==> src/core/fdmc_pkg.sv <==
// Purpose: Shared constants for the fractional-N divider and modulator control block
// Assumes: Byte-wide registers addressed by their printed index
// Notes:   Only registers h02 to h0B are held here; other indexes read as zero
package fdmc_pkg;

  // Register window and indexes
  localparam logic [3:0] FDMC_ADDR_FIRST = 4'h2;
  localparam logic [3:0] FDMC_ADDR_LAST  = 4'hb;
  localparam logic [3:0] FDMC_ADDR_PWR   = 4'h2;
  localparam logic [3:0] FDMC_ADDR_MOD   = 4'h3;
  localparam logic [3:0] FDMC_ADDR_REG   = 4'h4;
  localparam logic [3:0] FDMC_ADDR_SEED  = 4'h5;
  localparam logic [3:0] FDMC_ADDR_NHI   = 4'h6;
  localparam logic [3:0] FDMC_ADDR_NLO   = 4'h7;
  localparam logic [3:0] FDMC_ADDR_FHI   = 4'h8;
  localparam logic [3:0] FDMC_ADDR_FMID  = 4'h9;
  localparam logic [3:0] FDMC_ADDR_FLO   = 4'ha;
  localparam logic [3:0] FDMC_ADDR_OUT   = 4'hb;
  localparam logic [3:0] FDMC_AUTO_FIRST = 4'h5;
  localparam logic [3:0] FDMC_AUTO_LAST  = 4'ha;
  localparam int unsigned FDMC_NREG      = 10;

  // Reset values, entry 0 is index h02
  localparam logic [FDMC_NREG-1:0][7:0] FDMC_RST_VAL =
    {8'hf9, 8'hf0, 8'hff, 8'h3f, 8'hfa, 8'h08, 8'h11, 8'h07, 8'h06, 8'h06};
  // Readable bits per register; the rest read as zero
  localparam logic [FDMC_NREG-1:0][7:0] FDMC_RD_MASK =
    {8'hff, 8'hf2, 8'hff, 8'h3f, 8'hff, 8'hfb, 8'hff, 8'h0f, 8'h07, 8'hdb};

  // Bit positions
  localparam int unsigned FDMC_B_PD_FRAC  = 3;
  localparam int unsigned FDMC_B_SIL      = 1;
  localparam int unsigned FDMC_B_AUTO     = 2;
  localparam int unsigned FDMC_B_DITH     = 1;
  localparam int unsigned FDMC_B_INTM     = 0;
  localparam int unsigned FDMC_B_REG_EN   = 2;
  localparam int unsigned FDMC_B_LVL_LO   = 0;
  localparam int unsigned FDMC_B_REINIT   = 1;
  localparam int unsigned FDMC_B_OD_LO    = 0;
  localparam int unsigned FDMC_B_PWR_LO   = 3;

  // Ratio limits
  localparam logic [9:0] FDMC_FRAC_N_MIN = 10'd35;
  localparam logic [9:0] FDMC_FRAC_N_MAX = 10'd1019;
  localparam logic [9:0] FDMC_INT_N_MIN  = 10'd32;
  localparam logic [2:0] FDMC_OD_MIN     = 3'h1;
  localparam logic [2:0] FDMC_OD_MAX     = 3'h6;
  localparam int unsigned FDMC_NUM_W     = 18;

  // Modulator states, one-hot
  typedef enum logic [2:0] {
    FDMC_MOD_RUN     = 3'b001,
    FDMC_MOD_STANDBY = 3'b010,
    FDMC_MOD_REINIT  = 3'b100
  } fdmc_mod_st_t;

endpackage
==> src/core/fdmc_core.sv <==
// Purpose: Feedback divider, delta-sigma modulator, regulator and output divider control
// Assumes: i_vco is a level synchronous to i_ref_clk, at most half its rate
// Notes:   Registers are reached by index over a plain strobe port, read data one cycle late
`timescale 1ns/1ps

module fdmc_core
(
  input  wire logic                   i_ref_clk,
  input  wire logic                   i_rst,
  input  wire logic [3:0]             i_addr,
  input  wire logic [7:0]             i_wr_data,
  input  wire logic                   i_wr_en,
  input  wire logic                   i_rd_en,
  input  wire logic                   i_vco,
  input  wire logic                   i_out_silence_n,
  output logic      [7:0]             o_rd_data,
  output logic                        o_fb_pulse,
  output logic      [10:0]            o_feedback_divide_ratio,
  output logic                        o_out_clk,
  output logic      [1:0]             o_output_power_level,
  output logic                        o_out_mute,
  output logic      [1:0]             o_regulator_level,
  output logic                        o_regulator_on,
  output logic                        o_regulator_bypass,
  output logic                        o_mod_standby,
  output logic                        o_ratio_unsupported
);
  import fdmc_pkg::*;

  // Register map, byte wide, reached by index
  //   h02: bit 3 fractional powerdown, bit 1 output silence
  //   h03: bit 2 auto reinit on write, bit 1 dither enable, bit 0 integer mode
  //   h04: bit 2 regulator enable, bits 1:0 regulator level
  //   h05: dither seed
  //   h06: bits 1:0 feedback ratio high bits
  //   h07: feedback ratio low byte
  //   h08: bits 5:0 numerator high bits
  //   h09: numerator middle byte
  //   h0A: bits 7:4 numerator low nibble, bit 1 modulator reinit
  //   h0B: bits 4:3 output power level, bits 2:0 output ratio
  // Bits without a function are stored; reads clear only the bits that FDMC_RD_MASK leaves out,
  // so some of them, such as h0B bits 7:5, read back whatever software wrote there.
  //
  // Timing summary
  //   Read data appear one cycle after the read strobe, and only then.
  //   A write lands in the register image at the strobe edge.
  //   Analog-side controls follow the image one edge later.
  //   A reinit request is acted on two edges after the write that set it,
  //   and the bit reads back as zero from the third edge on.
  //
  // Limitations
  //   i_vco is treated as a synchronous level; it must stay put for at
  //   least one reference clock, or edges are lost by both dividers.
  //   The modulator is first order, so its noise shaping is modest; the
  //   average ratio is still exact over a full accumulator cycle while dither is off.

  typedef struct packed {
    logic [FDMC_NREG-1:0][7:0] regs;
    logic [7:0]                rd_data;
    fdmc_mod_st_t              mod_st;
    logic                      vco_prev;
    logic [10:0]               fb_cnt;
    logic [10:0]               fb_ratio;
    logic                      fb_pulse;
    logic [FDMC_NUM_W-1:0]     acc;
    logic [7:0]                lfsr;
    logic [2:0]                od_cnt;
    logic                      out_clk;
    logic [1:0]                pwr_lvl;
    logic                      mute;
    logic [1:0]                reg_lvl;
    logic                      reg_on;
    logic                      bypass;
    logic                      standby;
    logic                      unsup;
  } fdmc_state_t;

  fdmc_state_t st_r;
  fdmc_state_t st_nxt;

  // Decoded fields of the current register image
  logic [3:0]            idx;
  logic                  addr_ok;
  logic [9:0]            n_int;
  logic [FDMC_NUM_W-1:0] num;
  logic                  int_mode;
  logic                  dith_en;
  logic                  auto_re;
  logic                  reinit;
  logic [2:0]            od_code;
  logic [2:0]            od_eff;
  logic                  vco_rise;
  logic                  vco_edge;
  logic [FDMC_NUM_W:0]   acc_sum;
  logic                  dith_bit;
  logic                  lfsr_fb;
  logic                  auto_hit;
  logic                  re_keep;

  // Field extraction
  always_comb
  begin
    idx      = i_addr - FDMC_ADDR_FIRST;
    addr_ok  = (i_addr >= FDMC_ADDR_FIRST) && (i_addr <= FDMC_ADDR_LAST);
    n_int    = {st_r.regs[FDMC_ADDR_NHI - FDMC_ADDR_FIRST][1:0],
                st_r.regs[FDMC_ADDR_NLO - FDMC_ADDR_FIRST]};
    num      = {st_r.regs[FDMC_ADDR_FHI - FDMC_ADDR_FIRST][5:0],
                st_r.regs[FDMC_ADDR_FMID - FDMC_ADDR_FIRST],
                st_r.regs[FDMC_ADDR_FLO - FDMC_ADDR_FIRST][7:4]};
    int_mode = st_r.regs[FDMC_ADDR_MOD - FDMC_ADDR_FIRST][FDMC_B_INTM];
    dith_en  = st_r.regs[FDMC_ADDR_MOD - FDMC_ADDR_FIRST][FDMC_B_DITH];
    auto_re  = st_r.regs[FDMC_ADDR_MOD - FDMC_ADDR_FIRST][FDMC_B_AUTO];
    reinit   = st_r.regs[FDMC_ADDR_FLO - FDMC_ADDR_FIRST][FDMC_B_REINIT];
    od_code  = st_r.regs[FDMC_ADDR_OUT - FDMC_ADDR_FIRST][FDMC_B_OD_LO +: 3];
    // Code 0 would wrap the compare to 7 and divide by eight, so it runs as divide by one
    od_eff   = (od_code < FDMC_OD_MIN) ? FDMC_OD_MIN : od_code;
    vco_rise = i_vco & ~st_r.vco_prev;
    vco_edge = i_vco ^ st_r.vco_prev;
    // Writes inside the modulator window restart it when auto reinit is on
    auto_hit = auto_re && (i_addr >= FDMC_AUTO_FIRST) && (i_addr <= FDMC_AUTO_LAST) && i_wr_en && addr_ok;
  end

  // Modulator arithmetic: first-order accumulator over a 2^18 modulus
  always_comb
  begin
    lfsr_fb  = st_r.lfsr[7] ^ st_r.lfsr[5] ^ st_r.lfsr[4] ^ st_r.lfsr[3];
    dith_bit = dith_en & st_r.lfsr[0];
    // Bit 18, the carry out of the 18-bit sum, is the overflow against the fixed denominator
    acc_sum  = {1'b0, st_r.acc} + {1'b0, num} + {{FDMC_NUM_W{1'b0}}, dith_bit};
  end

  // Next-state logic
  // The modulator machine, both dividers, the static controls and the
  // register port all share one copy of the state, so the order of the
  // sections below decides which update wins inside one cycle.
  always_comb
  begin
    re_keep         = 1'b0;
    st_nxt          = st_r;
    st_nxt.rd_data  = 8'h00;
    st_nxt.fb_pulse = 1'b0;
    st_nxt.vco_prev = i_vco;

    // Modulator control; the reinit clear comes first so a write in the same cycle wins
    case (st_r.mod_st)
      FDMC_MOD_RUN:
      begin
        if (reinit)
          st_nxt.mod_st = FDMC_MOD_REINIT;
        else if (int_mode)
          st_nxt.mod_st = FDMC_MOD_STANDBY;
      end
      FDMC_MOD_STANDBY:
      begin
        // Accumulator stays intact so fractional operation resumes without delay
        if (reinit)
          st_nxt.mod_st = FDMC_MOD_REINIT;
        else if (!int_mode)
          st_nxt.mod_st = FDMC_MOD_RUN;
      end
      FDMC_MOD_REINIT:
      begin
        st_nxt.acc  = '0;
        st_nxt.lfsr = st_r.regs[FDMC_ADDR_SEED - FDMC_ADDR_FIRST];
        st_nxt.regs[FDMC_ADDR_FLO - FDMC_ADDR_FIRST][FDMC_B_REINIT] = 1'b0;
        st_nxt.mod_st = int_mode ? FDMC_MOD_STANDBY : FDMC_MOD_RUN;
      end
      default:
      begin
        st_nxt.mod_st = FDMC_MOD_RUN;
      end
    endcase

    // Feedback divider counts VCO rising edges; terminal count marks one PFD cycle
    if (vco_rise)
    begin
      if (st_r.fb_cnt >= st_r.fb_ratio - 11'h001)
      begin
        st_nxt.fb_cnt   = 11'h000;
        st_nxt.fb_pulse = 1'b1;
        if (st_r.mod_st == FDMC_MOD_RUN)
        begin
          // One modulator step per PFD cycle sets the ratio for the next one
          st_nxt.acc      = acc_sum[FDMC_NUM_W-1:0];
          st_nxt.fb_ratio = {1'b0, n_int} + {10'h000, acc_sum[FDMC_NUM_W]};
          st_nxt.lfsr     = {st_r.lfsr[6:0], lfsr_fb};
        end
        else
        begin
          st_nxt.fb_ratio = {1'b0, n_int};
        end
      end
      else
      begin
        st_nxt.fb_cnt = st_r.fb_cnt + 11'h001;
      end
    end

    // Output divider counts half periods, which keeps odd ratios at even duty
    if (vco_edge)
    begin
      if (st_r.od_cnt >= od_eff - 3'h1)
      begin
        st_nxt.od_cnt  = 3'h0;
        st_nxt.out_clk = ~st_r.out_clk;
      end
      else
      begin
        st_nxt.od_cnt = st_r.od_cnt + 3'h1;
      end
    end

    // Static controls registered toward the analog side
    st_nxt.pwr_lvl = st_r.regs[FDMC_ADDR_OUT - FDMC_ADDR_FIRST][FDMC_B_PWR_LO +: 2];
    st_nxt.mute    = st_r.regs[FDMC_ADDR_PWR - FDMC_ADDR_FIRST][FDMC_B_SIL]
                     | ~i_out_silence_n;
    st_nxt.reg_lvl = st_r.regs[FDMC_ADDR_REG - FDMC_ADDR_FIRST][FDMC_B_LVL_LO +: 2];
    st_nxt.reg_on  = st_r.regs[FDMC_ADDR_REG - FDMC_ADDR_FIRST][FDMC_B_REG_EN]
                     & ~st_r.regs[FDMC_ADDR_PWR - FDMC_ADDR_FIRST][FDMC_B_PD_FRAC];
    // Bypass has its own flop so the pin never sees an inverter glitch
    st_nxt.bypass  = ~st_nxt.reg_on;
    st_nxt.standby = (st_r.mod_st == FDMC_MOD_STANDBY);

    // Range check only flags; the dividers still run on whatever code is loaded, output code 0 running as 1
    if (int_mode)
      st_nxt.unsup = (n_int < FDMC_INT_N_MIN);
    else
      st_nxt.unsup = (n_int < FDMC_FRAC_N_MIN) || (n_int > FDMC_FRAC_N_MAX);
    if ((od_code < FDMC_OD_MIN) || (od_code > FDMC_OD_MAX))
      st_nxt.unsup = 1'b1;

    // Register port: read data in the next cycle, unmapped indexes read zero
    if (i_rd_en && addr_ok)
      st_nxt.rd_data = st_r.regs[idx] & FDMC_RD_MASK[idx];
    if (i_wr_en && addr_ok)
    begin
      // Value after any hardware clear; a pending restart survives the write
      re_keep          = st_nxt.regs[FDMC_ADDR_FLO - FDMC_ADDR_FIRST][FDMC_B_REINIT];
      st_nxt.regs[idx] = i_wr_data;
      // A set in the clearing cycle wins and queues one more restart
      st_nxt.regs[FDMC_ADDR_FLO - FDMC_ADDR_FIRST][FDMC_B_REINIT] =
        re_keep | ((i_addr == FDMC_ADDR_FLO) & i_wr_data[FDMC_B_REINIT]) | auto_hit;
    end
  end

  // State register; reset loads constants only
  always_ff @(posedge i_ref_clk or posedge i_rst)
  begin
    if (i_rst)
    begin
      st_r          <= '0;
      st_r.regs     <= FDMC_RST_VAL;
      st_r.mod_st   <= FDMC_MOD_RUN;
      st_r.bypass   <= 1'b1;
      st_r.fb_ratio <= {1'b0, FDMC_RST_VAL[FDMC_ADDR_NHI - FDMC_ADDR_FIRST][1:0],
                        FDMC_RST_VAL[FDMC_ADDR_NLO - FDMC_ADDR_FIRST]};
    end
    else
    begin
      st_r <= st_nxt;
    end
  end

  // Outputs straight from the state register
  assign o_rd_data               = st_r.rd_data;
  assign o_fb_pulse              = st_r.fb_pulse;
  assign o_feedback_divide_ratio = st_r.fb_ratio;
  assign o_out_clk               = st_r.out_clk;
  assign o_output_power_level    = st_r.pwr_lvl;
  assign o_out_mute              = st_r.mute;
  assign o_regulator_level       = st_r.reg_lvl;
  assign o_regulator_on          = st_r.reg_on;
  assign o_regulator_bypass      = st_r.bypass;
  assign o_mod_standby           = st_r.standby;
  assign o_ratio_unsupported     = st_r.unsup;

endmodule

==> config.mk <==
export PLATFORM = sky130hd
export DESIGN_NAME = fdmc_core
export DESIGN_NICKNAME = d
export VERILOG_FILES = /design/src/core/fdmc_pkg.sv /design/src/core/fdmc_core.sv
export SDC_FILE = /design/constraint.sdc
export NUM_CORES = 1
export LEC_CHECK = 0
export ABC_AREA = 1
export BUFFER_PORTS_ARGS = -buffer_cell sky130_fd_sc_hd__buf_2
export CAP_MARGIN = 20
export CELL_PAD_IN_SITES_DETAIL_PLACEMENT = 1
export CELL_PAD_IN_SITES_GLOBAL_PLACEMENT = 1
export CORE_UTILIZATION = 46
export DETAILED_ROUTE_END_ITERATION = 10
export GPL_TIMING_DRIVEN = 0
export HOLD_SLACK_MARGIN = 0.1
export PLACE_DENSITY_LB_ADDON = 0.1
export SLEW_MARGIN = 20
export SYNTH_ARGS = -nofsm -noshare
export SYNTH_HDL_FRONTEND = slang
export SYNTH_SLANG_ARGS = --single-unit
==> constraint.sdc <==
create_clock -name i_ref_clk -period 6.55 [get_ports i_ref_clk]
set_input_delay 0.9825 -clock i_ref_clk [delete_from_list [all_inputs] [get_ports i_ref_clk]]
set_output_delay 0.9825 -clock i_ref_clk [all_outputs]
set_load 0.01 [all_outputs]
==> run_results.csv <==
group,metric,value,unit
status,outcome,"finished, final reports clean",
setup_path,crit_fanout,12,
power_and_ir_drop,clkPwrFrac,28.9,%
power_and_ir_drop,p_int,0.00208,W
power_and_ir_drop,pwr-share-comb,28.3,%
drt,routed_wl,28800,µm
yosys,ys_seq_area_share,42.3,%
setup_path,worst-path-buf-inv,6,
yosys,synthArstFlopShare,100,%
yosys,netlist_top_cells_area,"dfrtp_1 28%, nand2_1 14%, dfstp_2 14%",
worst_hold_path,min_path_type,"flop to flop",
setup_path,slowest_stage,"clkbuf_1",
yosys,yosysWarnings,0,
floorplanning,start_util,46.8,%
finish,nets,1317,
finish,syn2layout_area_growth,12.4,%
floorplanning,core_area,19400,µm²
yosys,syn_area_per_cell,7.62,µm²
finish,final_cells,1530,
grt,grt_max_degree,80,
placement,hpwlAfterDp,21500,µm
yosys,synth-main-ff-cell,"dfrtp_1",
timing,rsz0062_at_grt,"no",
yosys,synth_nets,1257,
clock_network,post_cts_buffers,0,
power_and_ir_drop,p_total,0.00334,W
clock_network,hold_buffers,0,
drt,via_count,8184,
clock_network,root_buffer,"clkbuf_16",
power_and_ir_drop,ir_drop,178,µV
power_and_ir_drop,swShare,37.7,%
timing,worstMarginPinSlew,0.786,ns
timing,slew_headroom,47.6,%
setup_path,path_delay_family,"buffers and inverters",
yosys,synth_top_cell_by_area,"dfrtp_1",
timing,finClkSkew,0.0130,ns
finish,n_antenna_cell,0,
finish,final_cell_mix,"346 x nand2_1, 144 x inv_1, 143 x o21ai_0",
setup_path,worstSetupEndpointType,"flop",
grt,grt_antenna_before_repair,0,
placement,dp.cells,1498,
drt,drt-vias-per-instance,5.35,
floorplanning,die_area,20300,µm²
clock_network,clkLatencyLatePin,0.44,ns
finish,final_common_cell,"nand2_1",
finish,drive_above_1_share,14.8,%
grt,grt_pass1_vias,8472,
power_and_ir_drop,powerDensity,327,nW/µm²
grt,overflow,0,
drt,drtAntennaViolNets,0,
timing,slew_viol_final,0,
placement,dp_slack,2.72,ns
clock_network,post_cts_resized,0,
grt,grt_pass1_wl,46300,µm
finish,regArea,3840,µm²
drt,wl_per_cell,18.8,µm
setup_path,timing_worst_setup_path_type,"input pin to flop",
floorplanning,die_y,143,µm
drt,drc,0,
finish,final_util,52.7,%
timing,fin_crit_sh,52.7,%
timing,setup_viol,0,
clock_network,numCtsBuffers,17,
clock_network,cts.sinks,151,
yosys,syn-cell-area,9080,µm²
setup_path,startpoint_type,"input pin",
setup_path,critPathRequiredTime,6.82,ns
power_and_ir_drop,power_frac_seq,42.8,%
power_and_ir_drop,p_leak,5.09,nW
clock_network,clk_pin_slew,0.07,ns
placement,port-buffer-count,40,
finish,filler_cell_count,2503,
yosys,synth_top_area_share,28.4,%
setup_path,path_cells,"buf_2 -> buf_2 -> inv_1 -> clkbuf_1 -> ha_1 -> inv_1 -> nor2_1 -> nand2_1 -> inv_1 -> o211ai_1 -> a31oi_1",
placement,routabilityCongestion,0.928,
yosys,syn_inst,1192,
floorplanning,std_cell_rows,51,
yosys,yosysUniqueCellTypes,40,
grt,grtUsageTotal,30.6,%
floorplanning,io-pin-count,48,
timing,hold_violations,0,
clock_network,cts_tree,"built",
run,timing.max_cap.violations,0,
setup_path,slowest_delay,0.51,ns
timing,period_needed,3.45,ns
setup_path,critPathMostFrequentCell,"inv_1",
yosys,synth-edff-count,0,
yosys,ys_ff_latch,151,
timing,fmax,290,MHz
drt,first_iter_violations,500,
clock_network,clk_path_buf_depth,2,
drt,firstDrtPassIters,5,
timing,setup_ws,3.10,ns
finish,multi_input_area,4270,µm²
floorplanning,die_w,143,µm
power_and_ir_drop,power_switching,0.00126,W
timing,whs,0.402,ns
clock_network,h-tree-depth,4,
setup_path,arrival,3.72,ns
-- path summary, 6_finish.rpt --
kind / slack, ns / end / depth (start not counted) / start
min: 0.40 / o_output_power_level[1] / 0 / st_nxt[8]
min in group asynchronous: 0.62 / st_r[34] / 2 / i_rst
max in group asynchronous: 5.12 / n_int[1] / 3 / i_rst
max: 3.10 / o_rd_data[6] / 11 / i_addr[1]
min reg2reg: 0.40 / o_output_power_level[1] / 0 / st_nxt[8]
max reg2reg: 3.17 / st_r[18] / 17 / o_feedback_divide_ratio[0]
-- kinds of logic (layout without fill, tap and decap cells) --
logic type                 count (synthesis)  count (layout)  synth area share [%]
DFF                                      151             151                  42.3
adders and majority gates                 47              47                  6.64
AOI/OAI and AO/OA                        237             237                  13.6
buffers and inverters                    215             288                  10.8
xor gates and xnor gates                  35              35                  3.37
and+or+nand+nor                          507             507                  23.4
-- Yosys cell counts (2+ instances only) --
library cell,instances
nor3_1,13
nor3_4,5
buf_2,11
nand2_4,2
dfrtp_1,103
nor4_1,2
clkbuf_1,20
nand3_1,38
buf_4,27
fa_1,2
dfstp_2,48
o211ai_1,8
a21oi_1,64
ha_1,45
nand3b_1,2
buf_6,7
nand4_1,7
o22ai_1,2
nor2_4,2
nor2_1,81
nor3b_1,2
a31oi_1,4
nor2_2,4
inv_1,145
xnor2_1,12
xor2_1,23
nand2_1,346
o21ai_1,11
o21ai_0,143
inv_2,3
-- stage by stage --
| step | TNS, ns | instance area, µm² |
|---|---|---|
| 2_1_floorplan | 0 | 9080 |
| 3_3_place_gp | -44.78 | 9620 |
| 5_1_grt | 0 | 10200 |
| 3_5_place_dp | 0 | 9650 |
| 4_1_cts | 0 | 10200 |
| 6_report | 0 | 10200 |
-- cell type report --
| type | count | area share [%] |
|---|---|---|
| well taps | 265 | 3.25 |
| inverters | 150 | 5.61 |
| clock buffers | 19 | 4.43 |
| plain buffers | 65 | 4.03 |
| flip-flops and latches | 151 | 37.6 |
| clock inverters | 13 | 1.09 |
| repair buffers | 41 | 2.23 |
| multi-input cells | 826 | 41.8 |
-- flip-flops by register name, summed over array words and instances, names as in the netlist --
signal,flops
o_output_power_level,2
o_rd_data,8
od_code,3
o_out_mute,1
o_out_clk,1
dith_en,1
o_fb_pulse,1
o_ratio_unsupported,1
reinit,1
n_int,10
o_regulator_bypass,1
o_mod_standby,1
o_feedback_divide_ratio,11
st_r,82
st_nxt,4
o_regulator_level,2
auto_re,1
int_mode,1
o_regulator_on,1
num,18
-- per-layer routing --
metal | GRT usage, % | wire length, µm | part of all wire [%] | up-vias
met5 | 0 | 0 | 0 | -
met3 | 4.81 | 971 | 3.4 | 70
met2 | 50.0 | 13800 | 48 | 174
met1 | 39.4 | 12800 | 45 | 4032
li1 | - | - | - | 3908
met4 | 15.2 | 1190 | 4.1 | 0
-- power by group through the flow --
stage,Combinational [W],Clock (W),Sequential (W)
finish,0.000946,0.000965,0.00143
global route,0.00107,0.00101,0.00145
CTS,0.000951,0.000977,0.00142
detailed placement,0.000935,0,0.00144
global placement,0.000892,0,0.00143
floorplan,0.000665,0,0.00136
Power figures use the tool's default switching activity.
